File: config.mk
export PLATFORM = sky130hd
export DESIGN_NAME = oag_cpu_operand_address_generator
export DESIGN_NICKNAME = d
export VERILOG_FILES = /design/src/hdl/oag_pkg.sv /design/src/hdl/oag_decoder.sv /design/src/hdl/oag_cpu_operand_address_generator.sv
export SDC_FILE = /design/constraint.sdc
export NUM_CORES = 1
export LEC_CHECK = 0
export ABC_CLOCK_PERIOD_IN_PS = 6200
export BUFFER_PORTS_ARGS = -buffer_cell sky130_fd_sc_hd__buf_2
export CORE_UTILIZATION = 45
export CTS_CLUSTER_DIAMETER = 150
export DETAILED_ROUTE_END_ITERATION = 8
export PLACE_DENSITY = 0.68
export SETUP_SLACK_MARGIN = 0.15
export SLEW_MARGIN = 40
export SYNTH_ARGS = -nofsm -noshare
export SYNTH_HDL_FRONTEND = slang
export SYNTH_SLANG_ARGS = --single-unit
File: constraint.sdc
create_clock -name clock -period 6.2 [get_ports clock]
set_input_delay 0.31 -clock clock [delete_from_list [all_inputs] [get_ports clock]]
set_output_delay 0.31 -clock clock [all_outputs]
set_load 0.02 [all_outputs]
File: src/hdl/oag_pkg.sv
package oag_pkg;
  // ==========================================================
  // prefix bytes
  localparam logic [7:0] prefix_swap_offset_reg = 8'h90;
  localparam logic [7:0] prefix_indirect_swap_reg = 8'h91;
  localparam logic [7:0] prefix_make_indirect = 8'h92;
  // ==========================================================
  // interrupt mask levels
  localparam logic [1:0] IRQ_LEVEL_MASKED = 2'h3;
  localparam logic [1:0] IRQ_LEVEL_OPEN = 2'h0;
  localparam logic [15:0] ZERO_PAGE_TOP = 16'h00FF;
  // ==========================================================
  // addressing modes: base modes from the opcode, indirect forms set by the prefix
  typedef enum logic [3:0] {
    OAG_INH = 4'h0, OAG_IMM = 4'h1, OAG_DIR_S = 4'h2, OAG_DIR_L = 4'h3,
    OAG_IDX_0 = 4'h4, OAG_IDX_S = 4'h5, OAG_IDX_L = 4'h6,
    OAG_IND_S = 4'h7, OAG_IND_L = 4'h8, OAG_IIX_S = 4'h9,
    OAG_IIX_L = 4'hA, OAG_REL_D = 4'hB, OAG_REL_I = 4'hC,
    OAG_BIT_D = 4'hD, OAG_BIT_I = 4'hE, OAG_BTR_D = 4'hF
  } oag_mode_t;
  // decode result handed from decoder to sequencer
  typedef struct packed {
    oag_mode_t mode;
    logic bit_rel_ind;  // bit indirect relative, the 17th mode
    logic use_y;
    logic rmw;
    logic illegal;
    logic mask_op;
    logic unmask_op;
  } oag_dec_t;
  // address result
  typedef struct packed {
    logic [15:0] addr;
    logic is_imm;
    logic is_pc;
  } oag_res_t;
endpackage

File: src/hdl/oag_decoder.sv
`timescale 1ns/1ps
`default_nettype none
module oag_decoder
  import oag_pkg::*;
(
  input wire logic [7:0] prefix,
  input wire logic [7:0] opcode,
  output oag_dec_t dec
);
  // ==========================================================
  // opcode column picks base mode (high nibble), prefix adjusts it
  function automatic logic is_rmw(input logic [7:0] op);
    is_rmw = (op[7:4] == 4'h3) || (op[7:4] == 4'h6) || (op[7:4] == 4'h7)
      || (op[7:4] == 4'h0) || (op[7:4] == 4'h1);
  endfunction
  always_comb begin
    dec = '0;
    dec.rmw = is_rmw(opcode);
    dec.use_y = (prefix == prefix_swap_offset_reg)
      || (prefix == prefix_indirect_swap_reg);
    dec.mask_op = (opcode == 8'h9B);
    dec.unmask_op = (opcode == 8'h9A);
    case (opcode[7:4])
      4'h0: dec.mode = OAG_BTR_D;
      4'h1: dec.mode = OAG_BIT_D;
      4'h2: dec.mode = OAG_REL_D;
      4'h3: dec.mode = OAG_DIR_S;
      4'h4, 4'h5, 4'h8, 4'h9: dec.mode = OAG_INH;
      4'h6: dec.mode = OAG_IDX_S;
      4'h7: dec.mode = OAG_IDX_0;
      4'hA: dec.mode = OAG_IMM;
      4'hB: dec.mode = OAG_DIR_S;
      4'hC: dec.mode = OAG_DIR_L;
      4'hD: dec.mode = OAG_IDX_L;
      4'hE: dec.mode = OAG_IDX_S;
      4'hF: dec.mode = OAG_IDX_0;
      default: dec.mode = OAG_INH;
    endcase
    if (prefix == prefix_make_indirect) begin
      case (dec.mode)
        OAG_DIR_S: dec.mode = OAG_IND_S;
        OAG_DIR_L: dec.mode = OAG_IND_L;
        OAG_IDX_S: dec.mode = OAG_IIX_S;
        OAG_IDX_L: dec.mode = OAG_IIX_L;
        OAG_REL_D: dec.mode = OAG_REL_I;
        OAG_BIT_D: dec.mode = OAG_BIT_I;
        OAG_BTR_D: dec.bit_rel_ind = 1'b1;
        default: dec.illegal = 1'b1;
      endcase
    end
    // pointer-swap prefix only meaningful on indexed indirect
    if (prefix == prefix_indirect_swap_reg
        && dec.mode != OAG_IDX_S && dec.mode != OAG_IDX_L)
      dec.illegal = 1'b1;
    if (prefix == prefix_indirect_swap_reg) begin
      if (dec.mode == OAG_IDX_S)
        dec.mode = OAG_IIX_S;
      else if (dec.mode == OAG_IDX_L)
        dec.mode = OAG_IIX_L;
    end
    // long forms of read-modify-write are not encodable
    if (dec.rmw && (dec.mode == OAG_DIR_L || dec.mode == OAG_IDX_L
        || dec.mode == OAG_IND_L || dec.mode == OAG_IIX_L))
      dec.illegal = 1'b1;
  end
endmodule // oag_decoder
`default_nettype wire

File: src/hdl/oag_cpu_operand_address_generator.sv
`timescale 1ns/1ps
`default_nettype none
module oag_cpu_operand_address_generator
  import oag_pkg::*;
(
  input wire logic clock,
  input wire logic nrst,
  input wire logic start,
  input wire logic [7:0] prefix,
  input wire logic [7:0] opcode,
  input wire logic [15:0] pc,
  input wire logic [7:0] index_x,
  input wire logic [7:0] index_y,
  output logic code_req,
  output logic [15:0] code_addr,
  input wire logic code_valid,
  input wire logic [7:0] code_data,
  output logic mem_req,
  output logic [15:0] mem_addr,
  input wire logic mem_valid,
  input wire logic [7:0] mem_data,
  output logic done,
  output oag_res_t result,
  output logic [7:0] imm_value,
  output logic [1:0] operand_bytes,
  output logic illegal,
  output logic [1:0] irq_level
);
  // ==========================================================
  // decode
  oag_dec_t dec;
  oag_dec_t cur;
  oag_decoder oag_decoder_i (
    .prefix(prefix),
    .opcode(opcode),
    .dec(dec)
  );
  typedef enum logic [5:0] {
    S_IDLE = 6'b000001, S_B1 = 6'b000010, S_B2 = 6'b000100,
    S_PH = 6'b001000, S_PL = 6'b010000, S_DONE = 6'b100000
  } oag_state_t;
  oag_state_t state;
  logic [7:0] b1;
  logic [7:0] b2;
  logic [7:0] ph;
  logic [15:0] next_addr;
  logic [15:0] idx;
  logic [7:0] cb1; // first code byte, live while it is answered
  logic [7:0] cb2;
  // ==========================================================
  // byte count following the opcode
  function automatic logic [1:0] code_bytes(input oag_dec_t d);
    case (d.mode)
      OAG_INH, OAG_IDX_0: code_bytes = 2'h0;
      OAG_DIR_L, OAG_IDX_L: code_bytes = 2'h2;
      OAG_BTR_D: code_bytes = d.bit_rel_ind ? 2'h3 : 2'h2;
      default: code_bytes = 2'h1;
    endcase
  endfunction
  function automatic logic word_ptr(input oag_mode_t m);
    word_ptr = (m == OAG_IND_L) || (m == OAG_IIX_L);
  endfunction
  function automatic logic fetches_ptr(input oag_dec_t d);
    fetches_ptr = (d.mode == OAG_IND_S) || (d.mode == OAG_IND_L)
      || (d.mode == OAG_IIX_S) || (d.mode == OAG_IIX_L)
      || (d.mode == OAG_REL_I) || (d.mode == OAG_BIT_I)
      || d.bit_rel_ind;
  endfunction
  function automatic logic [15:0] sext8(input logic [7:0] v);
    sext8 = {{8{v[7]}}, v};
  endfunction
  assign idx = {8'h00, (cur.use_y ? index_y : index_x)};
  // bus data in the cycle it is taken, captured register afterwards
  assign cb1 = (state == S_B1) ? code_data : b1;
  assign cb2 = (state == S_B2) ? code_data : b2;
  // ==========================================================
  // sequencer
  always_ff @(posedge clock or negedge nrst) begin
    if (!nrst) begin
      state <= S_IDLE;
    end else begin
      case (state)
        S_IDLE: begin
          if (start) begin
            if (code_bytes(dec) == 2'h0)
              state <= S_DONE;
            else
              state <= S_B1;
          end
        end
        S_B1: begin
          if (code_valid) begin
            if (code_bytes(cur) == 2'h2 && !cur.bit_rel_ind)
              state <= S_B2;
            else if (fetches_ptr(cur))
              state <= word_ptr(cur.mode) ? S_PH : S_PL;
            else
              state <= S_DONE;
          end
        end
        S_B2: begin
          if (code_valid)
            state <= S_DONE;
        end
        S_PH: begin
          if (mem_valid)
            state <= S_PL;
        end
        S_PL: begin
          if (mem_valid)
            state <= S_DONE;
        end
        S_DONE: state <= S_IDLE;
        default: state <= S_IDLE;
      endcase
    end
  end
  // latch decode at start
  always_ff @(posedge clock or negedge nrst) begin
    if (!nrst)
      cur <= '0;
    else if (state == S_IDLE && start)
      cur <= dec;
  end
  // capture fetched bytes
  always_ff @(posedge clock or negedge nrst) begin
    if (!nrst) begin
      b1 <= 8'h00;
      b2 <= 8'h00;
      ph <= 8'h00;
    end else begin
      if (state == S_B1 && code_valid)
        b1 <= code_data;
      if (state == S_B2 && code_valid)
        b2 <= code_data;
      if (state == S_PH && mem_valid)
        ph <= mem_data;
    end
  end
  // ==========================================================
  // bus requests
  assign code_req = (state == S_B1) || (state == S_B2);
  assign code_addr = (state == S_B2) ? pc + 16'h0002 : pc + 16'h0001;
  assign mem_req = (state == S_PH) || (state == S_PL);
  assign mem_addr = (state == S_PL && word_ptr(cur.mode))
    ? {8'h00, b1} + 16'h0001 : {8'h00, b1};
  // ==========================================================
  // effective address forming
  always_comb begin
    next_addr = 16'h0000;
    case (cur.mode)
      OAG_DIR_S, OAG_BIT_D, OAG_BTR_D: next_addr = {8'h00, cb1};
      OAG_DIR_L: next_addr = {cb1, cb2};
      OAG_IDX_0: next_addr = idx;
      OAG_IDX_S: next_addr = idx + {8'h00, cb1};
      OAG_IDX_L: next_addr = idx + {cb1, cb2};
      OAG_IND_S, OAG_BIT_I: next_addr = {8'h00, mem_data};
      OAG_IND_L: next_addr = {ph, mem_data};
      OAG_IIX_S: next_addr = idx + {8'h00, mem_data};
      OAG_IIX_L: next_addr = idx + {ph, mem_data};
      OAG_REL_D: next_addr = pc + 16'h0002 + sext8(cb1);
      OAG_REL_I: next_addr = pc + 16'h0002 + sext8(mem_data);
      default: next_addr = 16'h0000;
    endcase
    if (cur.bit_rel_ind)
      next_addr = {8'h00, mem_data};
  end
  // result register
  always_ff @(posedge clock or negedge nrst) begin
    if (!nrst) begin
      result <= '0;
      imm_value <= 8'h00;
    end else if ((state == S_B1 && code_valid && !fetches_ptr(cur)
                  && !(code_bytes(cur) == 2'h2 && !cur.bit_rel_ind))
                 || (state == S_B2 && code_valid)
                 || (state == S_PL && mem_valid)
                 || (state == S_DONE && cur.mode == OAG_IDX_0)) begin
      result.addr <= next_addr;
      result.is_imm <= (cur.mode == OAG_IMM);
      result.is_pc <= (cur.mode == OAG_REL_D) || (cur.mode == OAG_REL_I);
      if (cur.mode == OAG_IMM)
        imm_value <= cb1;
    end
  end
  // outputs of completion
  always_ff @(posedge clock or negedge nrst) begin
    if (!nrst) begin
      done <= 1'b0;
      operand_bytes <= 2'h0;
      illegal <= 1'b0;
    end else begin
      done <= (state == S_DONE);
      if (state == S_IDLE && start) begin
        operand_bytes <= code_bytes(dec);
        illegal <= dec.illegal;
      end
    end
  end
  // interrupt mask level
  always_ff @(posedge clock or negedge nrst) begin
    if (!nrst)
      irq_level <= IRQ_LEVEL_MASKED;
    else if (state == S_IDLE && start && dec.mask_op)
      irq_level <= IRQ_LEVEL_MASKED;
    else if (state == S_IDLE && start && dec.unmask_op)
      irq_level <= IRQ_LEVEL_OPEN;
  end
endmodule // oag_cpu_operand_address_generator
`default_nettype wire

# After elaboration in Yosys (flattened, before gate mapping)

Memory sizes are Yosys's and may differ from the RTL's.
Cells that the tools add are included.

Bits in read-only memories: 64
Input bits: 69
Register bits: 68
Output and inout port bits: 66
Memories: 1

Equal/unequal tests: 54
Mux-type cells: 37
Reduce and logical (&&, ||, !) cells: 54
Add/subtract/negate cells: 9

Memory list:

| memory          | words | width | rd ports | clocked after memory_dff | wr ports | RTL line          | RTL |
|---|---|---|---|---|---|---|---|
| (no name shown) | 16    | 4     | 1        | 0                        | 0        | oag_decoder.sv:23 | `case (opcode[7:4])` |

Operators with widths:

| kind                                           | count |
|---|---|
| case mux 16 bit (11 select lines)              | 1 |
| == test 4 bit (second input constant)          | 14 |
| == test 4 x 3 -> 1 bit (second input constant) | 12 |
| two-way mux 6 bit                              | 8 |
| == test 8 bit (second input constant)          | 5 |
| adder 16 bit                                   | 2 |
| adder 8 x 16 -> 16 bit                         | 2 |
| two-way mux 16 bit                             | 2 |
| case mux 6 bit (5 select lines)                | 1 |
| == test 4 x 2 -> 1 bit (second input constant) | 6 |
| two-way mux 8 bit                              | 3 |
| case mux 4 bit (6 select lines)                | 1 |
| logical OR 1 bit                               | 21 |
| adder 8 x 8 -> 9 bit                           | 2 |
| adder 16 x 1 -> 16 bit (second input constant) | 1 |
| adder 16 x 2 -> 16 bit (second input constant) | 1 |
| logical AND 1 bit                              | 16 |
| zero test 4 bit                                | 3 |
| two-way mux 2 bit                              | 6 |
| two-way mux 4 bit                              | 3 |
| case mux 2 bit (3 select lines)                | 2 |
| two-way mux 5 bit                              | 2 |
| != test 2 bit (second input constant)          | 5 |
| OR reduction 2 bit                             | 5 |
| 19 further kinds                               | 30 |

# Depth between registers and ports, before layout

An unclocked memory read counts as a cell.

Depth after elaboration: 17
Depth in mapped cells: 17
Mapped depth without buffers: 14

# By module

From an unflattened synthesis, not the netlist that was laid out.

Cells, all modules: 803
Area total of the unflattened synthesis: 6651.4 µm²

By module, submodules not included:

| module                            | area each (µm²) | cells each | sequential area each (µm²) | instances |
|---|---|---|---|---|
| oag_cpu_operand_address_generator | 6293.5          | 748        | 1679.1                     | 1 |
| oag_decoder                       | 357.8           | 55         | 0.0                        | 1 |

# Worst setup path after synthesis

OpenSTA, ideal clock, no wires.

Path type: reg2reg
Start point: register state[3]
End point: register result[16] (netlist name)
Required time: 6.079 ns
Arrival: 3.863 ns
Setup time: 0.121 ns
Path slack: 2.216 ns
Cell stages (with the launch flop): 15
Buffers on the path: 1
Cells stage by stage: dfrtp_1 buf_2 or4_4 nor2_8 mux2i_1 a21oi_1 ha_1 a211o_1 nand2_1 a21oi_1 a221oi_1 o31ai_1 xor2_1 a221o_1 a22o_1

Cells in the longest elaborated chain, start to end: 7

RTL lines:

| element                                                              | RTL line                                | RTL |
|---|---|---|
| from (decl)                                                          | oag_cpu_operand_address_generator.sv:42 | `oag_state_t state;` |
| from (signal assigned)                                               | oag_cpu_operand_address_generator.sv:96 | `state <= word_ptr(cur.mode) ? S_PH : S_PL;` |
| parallel branches: the longest is 7 deep, another holds adder 16 bit | --                                      |  |
| to (decl)                                                            | oag_cpu_operand_address_generator.sv:23 | `output oag_res_t result,` |

Several ways; the timed one is not identified.
A chain may end at the register's enable or synchronous reset.

# Worst setup path after layout

Ends and elaborated chain as after synthesis.

==> results_tabular.tex <==
\begin{tabular}{lr}
\hline
Metric & Value \\
\hline
\multicolumn{2}{l}{\textbf{STA}} \\
\quad Period minus WS final & approximately 4.4 ns \\
\quad Worst Max-Slew Pin Slew & slightly above 0.8 ns \\
\quad Unrepaired setup endpoints after global routing & false \\
\quad Worst slew slack as a fraction of its limit & 44.6\% \\
\quad Fin Clk Skew & 0.00383 ns \\
\quad Final hold slack & 0.0440 ns \\
\quad Sum of negative setup slack & 0 ns \\
\quad Final Hold Vio Count & 0 \\
\quad Count of pins over their slew limit & 0 \\
\quad Final clock period utilization by the worst path & 71.5\% \\
\quad Highest Clock Rate & 226 MHz \\
\quad Number of setup violations in the final report & 0 \\
\multicolumn{2}{l}{\textbf{Clock tree}} \\
\quad Cts bufs inserted & 9 \\
\quad Clk Tree Root Cell & sky130\_fd\_sc\_hd\_\_clkbuf\_16 \\
\quad Number of H-tree levels & 3 \\
\quad Clk Latency, worst-skew pair & between 0.3 and 0.4 ns \\
\quad Clk sink count & 67 \\
\quad CTS resizes & 0 \\
\quad Post-CTS Hold Fix Bufs & 0 \\
\quad Count of buffers added by post-CTS timing repair for setup & 0 \\
\quad Clock tree from TritonCTS & yes \\
\quad Clock slew seen by the registers of the worst setup and hold paths & $\sim$0.060 ns \\
\quad Buffer levels on the longest clock path & 2 \\
\multicolumn{2}{l}{\textbf{Floorplanning}} \\
\quad Cell Rows & between 40 and 50 \\
\quad Initial Utilization & approximately 46\% \\
\quad Die Outline Area & 14,900 µm² \\
\quad Area of the core region & approximately 14,000 µm² \\
\quad Number of top-level design ports & $\sim$140 \\
\quad Die width & about 120 µm \\
\quad Vertical die dimension & 122 µm \\
\multicolumn{2}{l}{\textbf{Layout}} \\
\quad Post-synthesis to final-layout area growth & 16.3\% \\
\quad Share of the core filled with cells in the final layout & between 50\% and 60\% \\
\quad Final net count & around 1,000 \\
\quad Share of final-layout standard cells stronger than drive strength 1 & 22.3\% \\
\quad Total inserted antenna cells & 0 \\
\multicolumn{2}{l}{\textbf{Setup path}} \\
\quad Signal arrival time at the worst endpoint & $\sim$4.7 ns \\
\quad Slowest CP cell & sky130\_fd\_sc\_hd\_\_mux2i\_1 \\
\quad Crit. Startpoint & state[3]\$\_DFFE\_PN0P\_ \\
\quad Worst path top cell family by delay & compound AO/OA/AOI/OAI gates \\
\quad Nature of the critical path startpoint & flip-flop \\
\quad Largest driver fanout on the critical path & 10 \\
\quad Cell type with the highest occurrence count on the critical path & sky130\_fd\_sc\_hd\_\_a21oi\_1 \\
\quad Capturing element type of the critical path & flip-flop \\
\quad Worst path bufs/invs & 0 \\
\quad Kind of critical path & reg -> reg \\
\quad Required @ worst endpoint & 6.43 ns \\
\quad Cells along the critical path & or4\_4 -> nor2\_8 -> mux2i\_1 -> a21oi\_1 -> ha\_1 -> o21ai\_0 -> nor2b\_1 -> a21oi\_1 -> a221oi\_1 -> o31ai\_1 -> xor2\_1 -> a221o\_1 -> a22o\_1 \\
\quad Highest cell delay on the worst timing path & 0.68 ns \\
\quad Source of the worst register-to-register timing path & state[3]\$\_DFFE\_PN0P\_ \\
\multicolumn{2}{l}{\textbf{Detailed routing}} \\
\quad Routed wire length per instance & between 15 and 20 µm \\
\quad Number of DRC violations after detailed-routing iteration 0 & 714 \\
\quad DRC violation count after routing & 0 \\
\quad TritonRoute pass-1 iters & 6 \\
\quad Vias/cell & slightly below 6 \\
\quad DRT Wirelength & 19,000 µm \\
\quad Routed Antenna Nets & 0 \\
\quad Via count & about 6,300 \\
\multicolumn{2}{l}{\textbf{Global route}} \\
\quad Met1 track demand over resource & between 30\% and 40\% \\
\quad Gr ovfl total & 0 \\
\quad Largest net degree at the start of global routing & 68 \\
\quad Most Used Layer, Global Route & met2 \\
\quad Wire length of the first global-routing pass & between 30,000 and 40,000 µm \\
\quad Global routing met3 resource utilization & under 10\% \\
\quad Initial antenna violation count & 0 \\
\quad Global Route met2 Usage & between 40\% and 50\% \\
\quad Global-route usage over all layers & about a quarter \\
\quad Number of global-route vias before repair & around 6,000 \\
\multicolumn{2}{l}{\textbf{Logic synthesis}} \\
\quad Number of distinct library cell variants in the gate-level netlist after synthesis & 74 \\
\quad Count of flip-flops with a built-in enable after synthesis & 0 \\
\quad Cell with the most instances after synthesis & sky130\_fd\_sc\_hd\_\_nor2\_1 \\
\quad Most common library cells after synthesis & sky130\_fd\_sc\_hd\_\_nor2\_1, sky130\_fd\_sc\_hd\_\_nand2\_1, sky130\_fd\_sc\_hd\_\_a21oi\_1 \\
\quad Fraction of the yosys area taken by sequential cells & between 20\% and 30\% \\
\quad Leading post-synthesis cells by cell area & sky130\_fd\_sc\_hd\_\_dfrtp\_1, sky130\_fd\_sc\_hd\_\_ha\_1, sky130\_fd\_sc\_hd\_\_xnor2\_1 \\
\quad Cell area after synthesis & between 6000 and 7000 µm² \\
\quad Number of synthesized register bits & 67 \\
\quad Mapped Cells & 790 \\
\quad Mean cell area of the mapped netlist & about 8.2 µm² \\
\quad Top cell type by total area after synthesis & sky130\_fd\_sc\_hd\_\_dfrtp\_1 \\
\quad Share of synthesized flip-flops with an asynchronous set or reset & 100\% \\
\quad Top\_reg\_cell synth & sky130\_fd\_sc\_hd\_\_dfrtp\_1 \\
\quad Top cell type's share of synthesized area & around 25\% \\
\quad Synth warnings & 0 \\
\multicolumn{2}{l}{\textbf{Placed design}} \\
\quad Final HPWL from detailed placement & 14,500 µm \\
\quad Total of buffers placed on input and output ports & $\sim$130 \\
\quad Weighted congestion at the end of routability-driven global placement & between 0.9 and 1 \\
\multicolumn{2}{l}{\textbf{Flow run}} \\
\quad \# Max-Cap Violations & 0 \\
\multicolumn{2}{l}{\textbf{Pwr}} \\
\quad Peak VDD IR & 0.187 mV \\
\quad Leakage power figure & 3.54 nW \\
\quad PD cells & approximately 460 nW/µm² \\
\multicolumn{2}{l}{\textbf{Status}} \\
\quad Result of the run & completed \\
\multicolumn{2}{l}{\textbf{Worst hold path}} \\
\quad Worst Hold Class & in -> async \\
\hline
\end{tabular}
[worst register-to-register path: stages (launching register included)]
cell and delay (ns):
sky130_fd_sc_hd__dfrtp_1 0.47, sky130_fd_sc_hd__or4_4 0.63, sky130_fd_sc_hd__nor2_8 0.23, sky130_fd_sc_hd__mux2i_1 0.68, sky130_fd_sc_hd__a21oi_1 0.17, sky130_fd_sc_hd__ha_1 0.36, sky130_fd_sc_hd__o21ai_0 0.21, sky130_fd_sc_hd__nor2b_1 0.15
sky130_fd_sc_hd__a21oi_1 0.06, sky130_fd_sc_hd__a221oi_1 0.53, sky130_fd_sc_hd__o31ai_1 0.17, sky130_fd_sc_hd__xor2_1 0.17, sky130_fd_sc_hd__a221o_1 0.30, sky130_fd_sc_hd__a22o_1 0.19
[placed cells by master, fill, tap and decap left out, types with 27 or more instances in the layout]
cell / netlist / final
sky130_fd_sc_hd__mux2_2: 30 / 30
sky130_fd_sc_hd__a21oi_1: 68 / 67
sky130_fd_sc_hd__ha_1: 34 / 34
sky130_fd_sc_hd__nand2_1: 69 / 69
sky130_fd_sc_hd__o21ai_0: 53 / 53
sky130_fd_sc_hd__xnor2_1: 44 / 44
sky130_fd_sc_hd__buf_2: 5 / 127
sky130_fd_sc_hd__xor2_1: 27 / 27
sky130_fd_sc_hd__dfrtp_1: 65 / 65
sky130_fd_sc_hd__nor2_1: 72 / 71
[state kept, by name, summed over array words and instances, names as in the netlist]
register / cells
cur: 6
imm_value: 8
b1: 8
done: 1
b2: 8
operand_bytes: 2
state: 6
result: 18
irq_level: 1
ph: 8
illegal: 1
[per-stage QoR]
| stage | total power [mW] | area, µm² | setup slack, ns | instances |
|---|---|---|---|---|
| 6_report | 3.51 | 7550 | 1.77 | 1075 |
| 3_3_place_gp | 2.88 | 7190 | 1.63 | 1058 |
| 2_1_floorplan | 2.32 | 6520 | 2.22 | 796 |
| 3_5_place_dp | 2.91 | 7200 | 1.54 | 1058 |
| 5_1_grt | 3.78 | 7550 | 1.45 | 1075 |
| 4_1_cts | 3.48 | 7530 | 1.52 | 1074 |
[path summary, 6_finish.rpt]
kind / end / slack, ns / depth (start not counted)
min in group clock: irq_level[0]$_DFFE_PN1P_ / 0.22 / 2
hold / removal: cur[4]$_DFFE_PN0P_ / 0.04 / 2
max in group asynchronous: result[14]$_DFFE_PN0P_ / 5.70 / 2
setup / recovery: result[16]$_DFFE_PN0P_ / 1.77 / 13
hold reg to reg: operand_bytes[0]$_DFFE_PN0P_ / 0.47 / 1
setup reg to reg: result[16]$_DFFE_PN0P_ / 1.77 / 13
[final cells by class]
class,instances,area (µm²)
fillers,1371,6440
multi-input cells,670,4600
flip-flops and latches,67,1680
repair buffers,133,688
clock buffers,9,225
well taps,180,225
clock inverters,7,100
inverters,9,33.8
[per-layer routing]
metal	vias to the layer above	wire, µm
met3	24	1420
met5	-	0
met4	0	375
met1	2930	8990
met2	267	8250
li1	3108	-
[where the power goes]
group | switching, mW | internal, mW
combinational | 1.30 | 0.869
sequential | 0.186 | 0.589
clock | 0.207 | 0.355
total | 1.70 | 1.81
[cells by family after synthesis]
| family | count (synthesis) | synth area share (%) |
|---|---|---|
| simple gates | 254 | 19.7 |
| mux | 53 | 8.86 |
| compound gates | 248 | 24.4 |
| buf+inv | 59 | 4.03 |
| other cells | 1 | 0.0578 |
| xor+xnor | 71 | 9.58 |
| flops | 67 | 25.9 |
| fa+ha+maj | 37 | 7.48 |
Power figures use the tool's default switching activity.
